==> config.mk <==
export PLATFORM = sky130hd
export DESIGN_NAME = input_test_pulse_interlock_monitor
export DESIGN_NICKNAME = d
export VERILOG_FILES = /design/src/inc/pulse_monitor_pkg.sv /design/src/inc/tick_if.sv /design/src/hw/ms_tick_gen.sv /design/src/hw/input_test_pulse_interlock_monitor.sv
export VERILOG_INCLUDE_DIRS = /design/src /design/src/inc
export SDC_FILE = /design/constraint.sdc
export NUM_CORES = 1
export LEC_CHECK = 0
export BUFFER_PORTS_ARGS = -buffer_cell sky130_fd_sc_hd__buf_2
export CAP_MARGIN = 40
export CORE_UTILIZATION = 35
export CTS_CLUSTER_SIZE = 8
export DETAILED_ROUTE_END_ITERATION = 6
export GPL_TIMING_DRIVEN = 0
export SLEW_MARGIN = 20
export SYNTH_ARGS = -nofsm -noshare
export SYNTH_HDL_FRONTEND = slang
export SYNTH_SLANG_ARGS = --single-unit
export TNS_END_PERCENT = 1
==> constraint.sdc <==
create_clock -name core_clk -period 4.2 [get_ports core_clk]
set_clock_uncertainty 0.1 [all_clocks]
set_input_delay 0.21 -clock core_clk [delete_from_list [all_inputs] [get_ports core_clk]]
set_output_delay 0.21 -clock core_clk [all_outputs]
set_load 0.005 [all_outputs]
==> src/inc/pulse_monitor_consts.svh <==
// Timing and layout constants for the test pulse and interlock monitor
`ifndef PULSE_MONITOR_CONSTS_SVH
`define PULSE_MONITOR_CONSTS_SVH
`define CLK_FREQ_KHZ 250000
`define PULSE_DUR_MS 2
`define PULSE_INT_MS 1000
`define PULSE_DEL_MS 40
`define PULSE_PHASE_MS 70
`define ILK_WIN_MS 200
`define ILK_CLR_MS 1000
`define MS_CNT_W 11
`define NUM_INPUTS 6
`define NUM_SUPPLIES 7
`define START_SLOT 6
`endif

==> src/inc/pulse_monitor_pkg.sv <==
// Types for the test pulse and interlock monitor
package pulse_monitor_pkg;
   typedef enum logic [1:0] {ILK_IDLE, ILK_WINDOW, ILK_BOTH_OFF, ILK_ALERT} ilk_state_e;
endpackage

==> src/inc/tick_if.sv <==
// Millisecond tick carrier between divider and monitor
`timescale 1ns/1ps
interface tick_if;
   logic msTick;
   modport src (output msTick);
   modport dst (input msTick);
endinterface

==> src/hw/ms_tick_gen.sv <==
// Millisecond enable divider
`timescale 1ns/1ps
`include "pulse_monitor_consts.svh"
module ms_tick_gen #(
   parameter int CYCLES_PER_MS = `CLK_FREQ_KHZ
) (
   input wire logic core_clk,
   input wire logic rst_n,
   tick_if.src tick
);
   initial begin
      if (CYCLES_PER_MS < 2) $error("CYCLES_PER_MS too small");
   end
   logic [31:0] divCnt_q;
   wire divWrap = (divCnt_q == 32'(CYCLES_PER_MS - 1));
   // Free-running divider
   always_ff @(posedge core_clk or negedge rst_n) begin
      if (!rst_n) divCnt_q <= 32'h0;
      else divCnt_q <= divWrap ? 32'h0 : divCnt_q + 32'h1;
   end
   assign tick.msTick = divWrap;
endmodule

==> src/hw/input_test_pulse_interlock_monitor.sv <==
// Test pulse generation, cross-circuit check and interlock monitor
// Function
// - Test pulses are emitted periodically on every safety supply output and the start supply.
// - Each test pulse lasts 2 ms.
// - Pulses on one supply output start 1000 ms apart.
// - The return pulse must be seen on the channel within 40 ms of pulse start.
// - Pulses on different supply outputs are staggered by at least 70 ms.
// - Pulse testing runs only when the configuration enables it.
// - The same logic serves both channels of all six inputs and the start pair.
// - An alert is raised when the second input is still active 200 ms after the first dropped.
// - The alert is raised at once if the first input re-activates before the second drops.
// - The alert clears after both inputs are held deactivated for one second.
// - Both inputs dropping inside the window allow later re-energizing.
// - Interlock monitoring runs only when the configuration enables it.
// - Deactivation of a safety input forces the outputs de-energized.
`timescale 1ns/1ps
`include "pulse_monitor_consts.svh"
module input_test_pulse_interlock_monitor #(
   parameter int CYCLES_PER_MS = `CLK_FREQ_KHZ
) (
   input wire logic core_clk,
   input wire logic rst_n,
   input wire logic pulseTestEn,
   input wire logic interlockEn,
   input wire logic [5:0] channelAIn,
   input wire logic [5:0] channelBIn,
   input wire logic startSenseIn,
   input wire logic [5:0] inputActive,
   output logic [5:0] supplyOut,
   output logic startSupplyOut,
   output logic crossFault,
   output logic interlockAlert,
   output logic outputsPermit,
   output logic msTickOut
);
   localparam int NS = `NUM_SUPPLIES;
   localparam int W = `MS_CNT_W;
   localparam logic [W-1:0] DUR = W'(`PULSE_DUR_MS);
   localparam logic [W-1:0] INTV = W'(`PULSE_INT_MS);
   localparam logic [W-1:0] DEL = W'(`PULSE_DEL_MS);
   localparam logic [W-1:0] PHASE = W'(`PULSE_PHASE_MS);
   localparam logic [W-1:0] WIN = W'(`ILK_WIN_MS);
   localparam logic [W-1:0] CLR = W'(`ILK_CLR_MS);
   localparam logic [31:0] DUR_CYC = 32'(`PULSE_DUR_MS * CYCLES_PER_MS);
   localparam logic [31:0] INT_CYC = 32'(`PULSE_INT_MS * CYCLES_PER_MS);
   initial begin
      if (NS * `PULSE_PHASE_MS + `PULSE_DEL_MS > `PULSE_INT_MS) $error("slots do not fit");
      if (CYCLES_PER_MS < 4) $error("CYCLES_PER_MS shorter than pin settle time");
   end

   tick_if tk();
   ms_tick_gen #(.CYCLES_PER_MS(CYCLES_PER_MS)) uTick (
      .core_clk(core_clk),
      .rst_n(rst_n),
      .tick(tk)
   );
   wire ms = tk.msTick;

   // Two-flop synchronisers for all sense pins and input states
   logic [18:0] syncA_q, syncB_q;
   always_ff @(posedge core_clk or negedge rst_n) begin
      if (!rst_n) begin
         syncA_q <= 19'h0;
         syncB_q <= 19'h0;
      end else begin
         syncA_q <= {inputActive, startSenseIn, channelBIn, channelAIn};
         syncB_q <= syncA_q;
      end
   end
   wire [5:0] chA = syncB_q[5:0];
   wire [5:0] chB = syncB_q[11:6];
   wire startSense = syncB_q[12];
   wire [5:0] actv = syncB_q[18:13];

   // Period counter in ms, shared by all slots
   logic [W-1:0] msCnt_q;
   wire periodEnd = (msCnt_q == INTV - W'(1));
   always_ff @(posedge core_clk or negedge rst_n) begin
      if (!rst_n) msCnt_q <= '0;
      else if (ms) msCnt_q <= periodEnd ? '0 : msCnt_q + W'(1);
   end

   // Checks wait for the first ms tick; supplies and synchronisers read low out of reset
   logic armed_q;
   always_ff @(posedge core_clk or negedge rst_n) begin
      if (!rst_n) armed_q <= 1'b0;
      else if (ms) armed_q <= 1'b1;
   end

   // Per-supply pulse drive and return check; slot 6 is the start pair
   logic [NS-1:0] pulseOn, inWin, chanLowA, chanLowB, seenA_q, seenB_q, missA, missB;
   logic [NS-1:0] foreign;
   genvar g;
   generate
      for (g = 0; g < NS; g++) begin : gSlot
         localparam logic [W-1:0] OFS = W'(g) * PHASE;
         wire [W-1:0] rel = msCnt_q - OFS;
         assign pulseOn[g] = pulseTestEn && (msCnt_q >= OFS) && (rel < DUR);
         assign inWin[g] = pulseTestEn && (msCnt_q >= OFS) && (rel < DEL);
         if (g == `START_SLOT) begin : gStart
            assign chanLowA[g] = !startSense;
            assign chanLowB[g] = !startSense;
         end else begin : gIn
            assign chanLowA[g] = !chA[g];
            assign chanLowB[g] = !chB[g];
         end
         // Latch a seen pulse inside the window, reset on the ms tick that ends its first millisecond
         always_ff @(posedge core_clk or negedge rst_n) begin
            if (!rst_n) begin
               seenA_q[g] <= 1'b0;
               seenB_q[g] <= 1'b0;
            end else if (ms && msCnt_q == OFS) begin
               seenA_q[g] <= 1'b0;
               seenB_q[g] <= 1'b0;
            end else if (inWin[g]) begin
               seenA_q[g] <= seenA_q[g] | chanLowA[g];
               seenB_q[g] <= seenB_q[g] | chanLowB[g];
            end
         end
         // Window closing without a seen pulse is a miss
         wire winEnd = armed_q && ms && pulseTestEn && (rel == DEL);
         assign missA[g] = winEnd && !seenA_q[g];
         assign missB[g] = winEnd && !seenB_q[g];
         // A channel dipping outside its own window while another supply is pulsing is a foreign pulse
         assign foreign[g] = armed_q && pulseTestEn && !inWin[g] && (chanLowA[g] || chanLowB[g])
            && (|pulseOn);
      end
   endgenerate

   // Supply outputs high except during their own test pulse
   always_ff @(posedge core_clk or negedge rst_n) begin
      if (!rst_n) begin
         supplyOut <= 6'h0;
         startSupplyOut <= 1'b0;
      end else begin
         supplyOut <= ~pulseOn[5:0];
         startSupplyOut <= ~pulseOn[`START_SLOT];
      end
   end

   // Sticky cross-circuit fault, cleared only by reset
   wire faultEvt = |{missA, missB, foreign};
   always_ff @(posedge core_clk or negedge rst_n) begin
      if (!rst_n) crossFault <= 1'b0;
      else if (faultEvt) crossFault <= 1'b1;
   end

   // Interlock monitor on inputs 0 and 1
   pulse_monitor_pkg::ilk_state_e ilk_q, ilk_d;
   logic [W-1:0] ilkCnt_q;
   logic firstIs0_q;
   wire in0 = actv[0];
   wire in1 = actv[1];
   wire bothOff = !in0 && !in1;
   wire firstBack = firstIs0_q ? in0 : in1;
   wire winExp = ms && (ilkCnt_q == WIN - W'(1));
   wire clrDone = ms && (ilkCnt_q == CLR - W'(1));
   always_comb begin
      ilk_d = ilk_q;
      unique case (ilk_q)
         pulse_monitor_pkg::ILK_IDLE: begin
            if (interlockEn && (in0 ^ in1)) ilk_d = pulse_monitor_pkg::ILK_WINDOW;
            else if (interlockEn && bothOff) ilk_d = pulse_monitor_pkg::ILK_BOTH_OFF;
         end
         pulse_monitor_pkg::ILK_WINDOW: begin
            if (bothOff) ilk_d = pulse_monitor_pkg::ILK_BOTH_OFF;
            else if (firstBack) ilk_d = pulse_monitor_pkg::ILK_ALERT;
            else if (winExp) ilk_d = pulse_monitor_pkg::ILK_ALERT;
         end
         pulse_monitor_pkg::ILK_BOTH_OFF: begin
            if (!bothOff) ilk_d = pulse_monitor_pkg::ILK_IDLE;
         end
         pulse_monitor_pkg::ILK_ALERT: begin
            if (bothOff && clrDone) ilk_d = pulse_monitor_pkg::ILK_BOTH_OFF;
         end
      endcase
      if (!interlockEn) ilk_d = pulse_monitor_pkg::ILK_IDLE;
   end

   // Interlock state, ms timer and first-dropped memory
   wire timerRestart = (ilk_d != ilk_q) || (ilk_q == pulse_monitor_pkg::ILK_ALERT && !bothOff);
   always_ff @(posedge core_clk or negedge rst_n) begin
      if (!rst_n) begin
         ilk_q <= pulse_monitor_pkg::ILK_IDLE;
         ilkCnt_q <= '0;
         firstIs0_q <= 1'b0;
      end else begin
         ilk_q <= ilk_d;
         if (timerRestart) ilkCnt_q <= '0;
         else if (ms && ilkCnt_q != CLR) ilkCnt_q <= ilkCnt_q + W'(1);
         if (ilk_q == pulse_monitor_pkg::ILK_IDLE) firstIs0_q <= !in0;
      end
   end

   // Alert and output permission
   always_ff @(posedge core_clk or negedge rst_n) begin
      if (!rst_n) begin
         interlockAlert <= 1'b0;
         outputsPermit <= 1'b0;
      end else begin
         interlockAlert <= (ilk_d == pulse_monitor_pkg::ILK_ALERT);
         outputsPermit <= (&actv) && !faultEvt && !crossFault
            && (ilk_d != pulse_monitor_pkg::ILK_ALERT);
      end
   end
   assign msTickOut = ms;

   // Cycle counters on slot 0 for the width and period checks
   logic [31:0] pulseLen_q, periodCnt_q;
   logic pulsePrev_q;
   always_ff @(posedge core_clk or negedge rst_n) begin
      if (!rst_n) begin
         pulseLen_q <= 32'h0;
         periodCnt_q <= 32'h0;
         pulsePrev_q <= 1'b1;
      end else begin
         pulseLen_q <= pulseOn[0] ? pulseLen_q + 32'h1 : 32'h0;
         periodCnt_q <= (pulseOn[0] && !pulsePrev_q) ? 32'h1 : periodCnt_q + 32'h1;
         pulsePrev_q <= pulseOn[0];
      end
   end
endmodule

==> results.md <==
* Outcome: finished clean
* Initial Util at between 30 and 40%
* First-pass iteration count of the detailed router at 5
* Number of synthesized flops with an enable pin at 0
* Sequential area share after synthesis at about half
* First-pass GRT wire length at between 20000 and 30000 um
* I/O Buffers at 33
* Fraction of layout cells with a size suffix above 1 at 13.3%
* Post-DP HPWL at between 10000 and 15000 um
* Max-slew headroom at around 44%
* YS warnings at 0
* Initial antenna violation count at 0
* Clock Tree Buf Depth at 2
* CTS Sinks at 120
* Die Ht at 134 um
* Leak pwr at between 3 and 4 nW
* Post-Syn Nets at around 670
* Sequential Power Share at around two fifths
* 1st-iter DRT viols at 443
* Synth Cell Area at just over 0.006 mm^2
* Average wire per standard cell at 17.1 um
* Internal power at about 2.3 mW
* MaxCap Viol Count at 0
* GRT Residual Overflow at 0
* Synth cell types at 66
* Cell taking the most area after synthesis: dfrtp_1
* Primary FF master, synth: dfrtp_1
* Power Density at slightly below 400 mW/mm^2
* Startpoint types: register
* Synth Instances at ~630
* Place WS at approximately 0.26 ns
* Async S/R FF share, synth at 100%
* Worst slew pin tran at between 0.8 and 0.9 ns
* Post-route ant nets at 0
* CTS tree: done
* Post-Route WL at 16100 um
* PnR worst setup slack at between 0.15 and 0.2 ns
* Fin Setup TNS at 0 ns
* DRC viols at 0
* Core area at about 0.017 mm^2
* Hold crit path type: in -> async
* WP data required at approximately 4.4 ns
* Site row count at 47
* # IOs at 34
* Area contributors post-synth: dfrtp_1 (49%), nor2_1 (5.0%), xnor2_1 (4.3%)
* Sw Ratio at between 20% and 30%
* Combinational Power Share at 3.6%
* Syn Area/Cell at just under 10 um^2
* Clk root buf: clkbuf_16
* Largest net degree at the start of global routing at 78
* Clk slew on worst S/H paths at 0.05 ns
* Vias per cell at 5.48
* Final setup fails at 0
* Max-slew violation count at 0
* CP Max Fanout at 10
* Routability cong. at between 0.9 and 1
* Worst EP arrival at 4.20 ns
* RSZ-0062 raised after global routing: no
* Die Span X at approximately 130 um
* Min Tclk post-route at roughly 4 ns
* Gr usage total at between 10% and 20%
* Vias at about 5000
* Peak VDD IR at around 0.32 mV
* CTS Buf Count at 17
* Final period util at a little over nine tenths
* Area growth from synthesis to layout at 21.7%
* Number of global-route vias before repair at roughly 5200
* Clk pwr share at a little over half
* Die area at about 0.018 mm^2
* Worst-Skew Late Latency at 0.41 ns
* Top cell type's share of synthesized area at between 40% and 50%
* Max Fclk at 0.249 GHz
* Fin nets at about 740
* CP endpoint kind: register
* Final hold viol count at 0
* # H-tree levels at 4
* Setup repair bufs after CTS at 0
* Critical path class: reg -> reg
* Net switching power at slightly below 0.6 mW
* Synth Register Bits at 120
* Number of diodes at 0
per-layer routing:
metal | track usage (%) | routed length (um) | vias up
li1 | - | - | 2408
met1 | 24.2 | 7020 | 2519
met2 | 31.4 | 7700 | 185
met3 | 3.55 | 756 | 42
met4 | 9.24 | 620 | 0
met5 | 0 | 0 | -
registers in the layout, summed over array words and instances (netlist names), 2 cells and up:
| signal | cells |
|---|---|
| uTick.divCnt_q | 32 |
| msCnt_q | 11 |
| ilk_q | 2 |
| supplyOut | 6 |
| syncB_q | 19 |
| ilkCnt_q | 11 |
| syncA_q | 19 |
| seenB_q | 7 |
| seenA_q | 7 |
cell usage after synthesis, types with 3 or more instances:
| cell | instances |
|---|---|
| dfrtp_1 | 120 |
| nor2_1 | 82 |
| nand2_1 | 47 |
| xnor2_1 | 30 |
| nand4_1 | 29 |
| inv_1 | 27 |
| nand3_1 | 26 |
| a21oi_1 | 21 |
| nor3_1 | 21 |
| o21ai_0 | 19 |
| clkbuf_1 | 18 |
| xor2_1 | 18 |
| and3_1 | 15 |
| nor4_1 | 12 |
| buf_2 | 11 |
| ha_1 | 11 |
| a211oi_1 | 9 |
| nor2b_1 | 8 |
| nor4b_1 | 7 |
| o31ai_1 | 6 |
| a2111oi_0 | 5 |
| a31oi_1 | 5 |
| nand2b_1 | 5 |
| nand3b_1 | 5 |
| o211a_1 | 4 |
| or3_1 | 4 |
| or4_1 | 4 |
| and2_1 | 3 |
| buf_1 | 3 |
| buf_4 | 3 |
| mux2_2 | 3 |
| o2111ai_1 | 3 |
| o21a_1 | 3 |
power by group through the flow:
stage	registers [mW]	clock network (mW)	logic (mW)
floorplan	1.21	0	0.0401
global placement	1.21	0	0.0840
detailed placement	1.21	0	0.0897
CTS	1.19	1.60	0.105
global route	1.19	1.64	0.117
finish	1.19	1.57	0.104
metrics by stage:
stage,util (%),hold WS [ns],cells,cell area [um^2],power (mW)
6_report,44.3,0.192,940,7450,2.86
5_1_grt,44.3,0.227,940,7450,2.95
4_1_cts,44.3,0.193,940,7450,2.89
3_5_place_dp,39.3,0.0633,888,6610,1.30
3_3_place_gp,39.0,0.218,886,6560,1.30
2_1_floorplan,-,-0.186,633,6120,1.25
area by class of cell:
cell class | count | area, um^2
multi-input combinational | 450 | 2850
sequential | 120 | 3000
timing repair buffer | 56 | 414
clock buffer | 18 | 429
inverter | 27 | 101
buffer | 36 | 168
clock inverter | 13 | 203
tap | 220 | 275
fill | 1645 | 9370
final timing paths:
kind / from / to / slack [ns] / depth (start not counted)
hold / removal: rst_n / syncA_q[13] / 0.19 / 2
hold reg to reg: syncA_q[8] / syncB_q[8] / 0.24 / 0
setup / recovery: msCnt_q[3] / outputsPermit / 0.18 / 12
min in group core_clk: pulseTestEn / supplyOut[4] / 0.22 / 3
setup reg to reg: msCnt_q[3] / outputsPermit / 0.18 / 12
max in group asynchronous: rst_n / seenB_q[6] / 3.11 / 3
repair_timing:
action / CTS / global route
resized for setup: 0 / 0
hold buffers: 21 / 0
hold endpoints to repair: 63 / 0
logic make-up after synthesis:
| family | after synthesis | share of synthesized area (%) |
|---|---|---|
| AOI/OAI and AO/OA | 106 | 13.0 |
| DFF | 120 | 49.1 |
| buffers and inverters | 63 | 4.40 |
| muxes | 5 | 0.879 |
| and+or+nand+nor | 280 | 23.5 |
| xor gates and xnor gates | 48 | 6.87 |
| adders and majority gates | 11 | 2.25 |
cell usage in the layout (no fill, tap or decap), types with 4 or more instances in the layout:
| cell | n |
|---|---|
| a211oi_1 | 9 |
| nand2b_1 | 5 |
| nor4b_1 | 7 |
| xnor2_1 | 30 |
| dfrtp_1 | 120 |
| nor3_1 | 21 |
| o31ai_1 | 6 |
| nor2b_1 | 8 |
| nor4_1 | 11 |
| dlygate4sd3_1 | 21 |
| clkbuf_16 | 17 |
| a31oi_1 | 5 |
| o211a_1 | 4 |
| bufinv_16 | 5 |
| nand3b_1 | 5 |
| nand2_1 | 47 |
| nand4_1 | 29 |
| clkinv_2 | 4 |
| a2111oi_0 | 5 |
| clkbuf_1 | 19 |
| and3_1 | 15 |
| ha_1 | 11 |
| buf_2 | 44 |
| or4_1 | 4 |
| o21ai_0 | 19 |
| inv_1 | 27 |
| nor2_1 | 82 |
| xor2_1 | 18 |
| a21oi_1 | 21 |
| nand3_1 | 26 |
| or3_1 | 4 |
worst max-delay path: stages, from the launching register on:
cell and delay, ns:
dfrtp_1 0.51, clkbuf_1 0.39, inv_1 0.28, ha_1 0.25, buf_2 0.19, a2111o_1 0.44, nor4b_2 0.24, a311oi_1 0.09
or3_1 0.41, a211oi_1 0.33, o311ai_0 0.27, o211ai_2 0.32, nor4_2 0.06
Power figures use the tool's default switching activity.
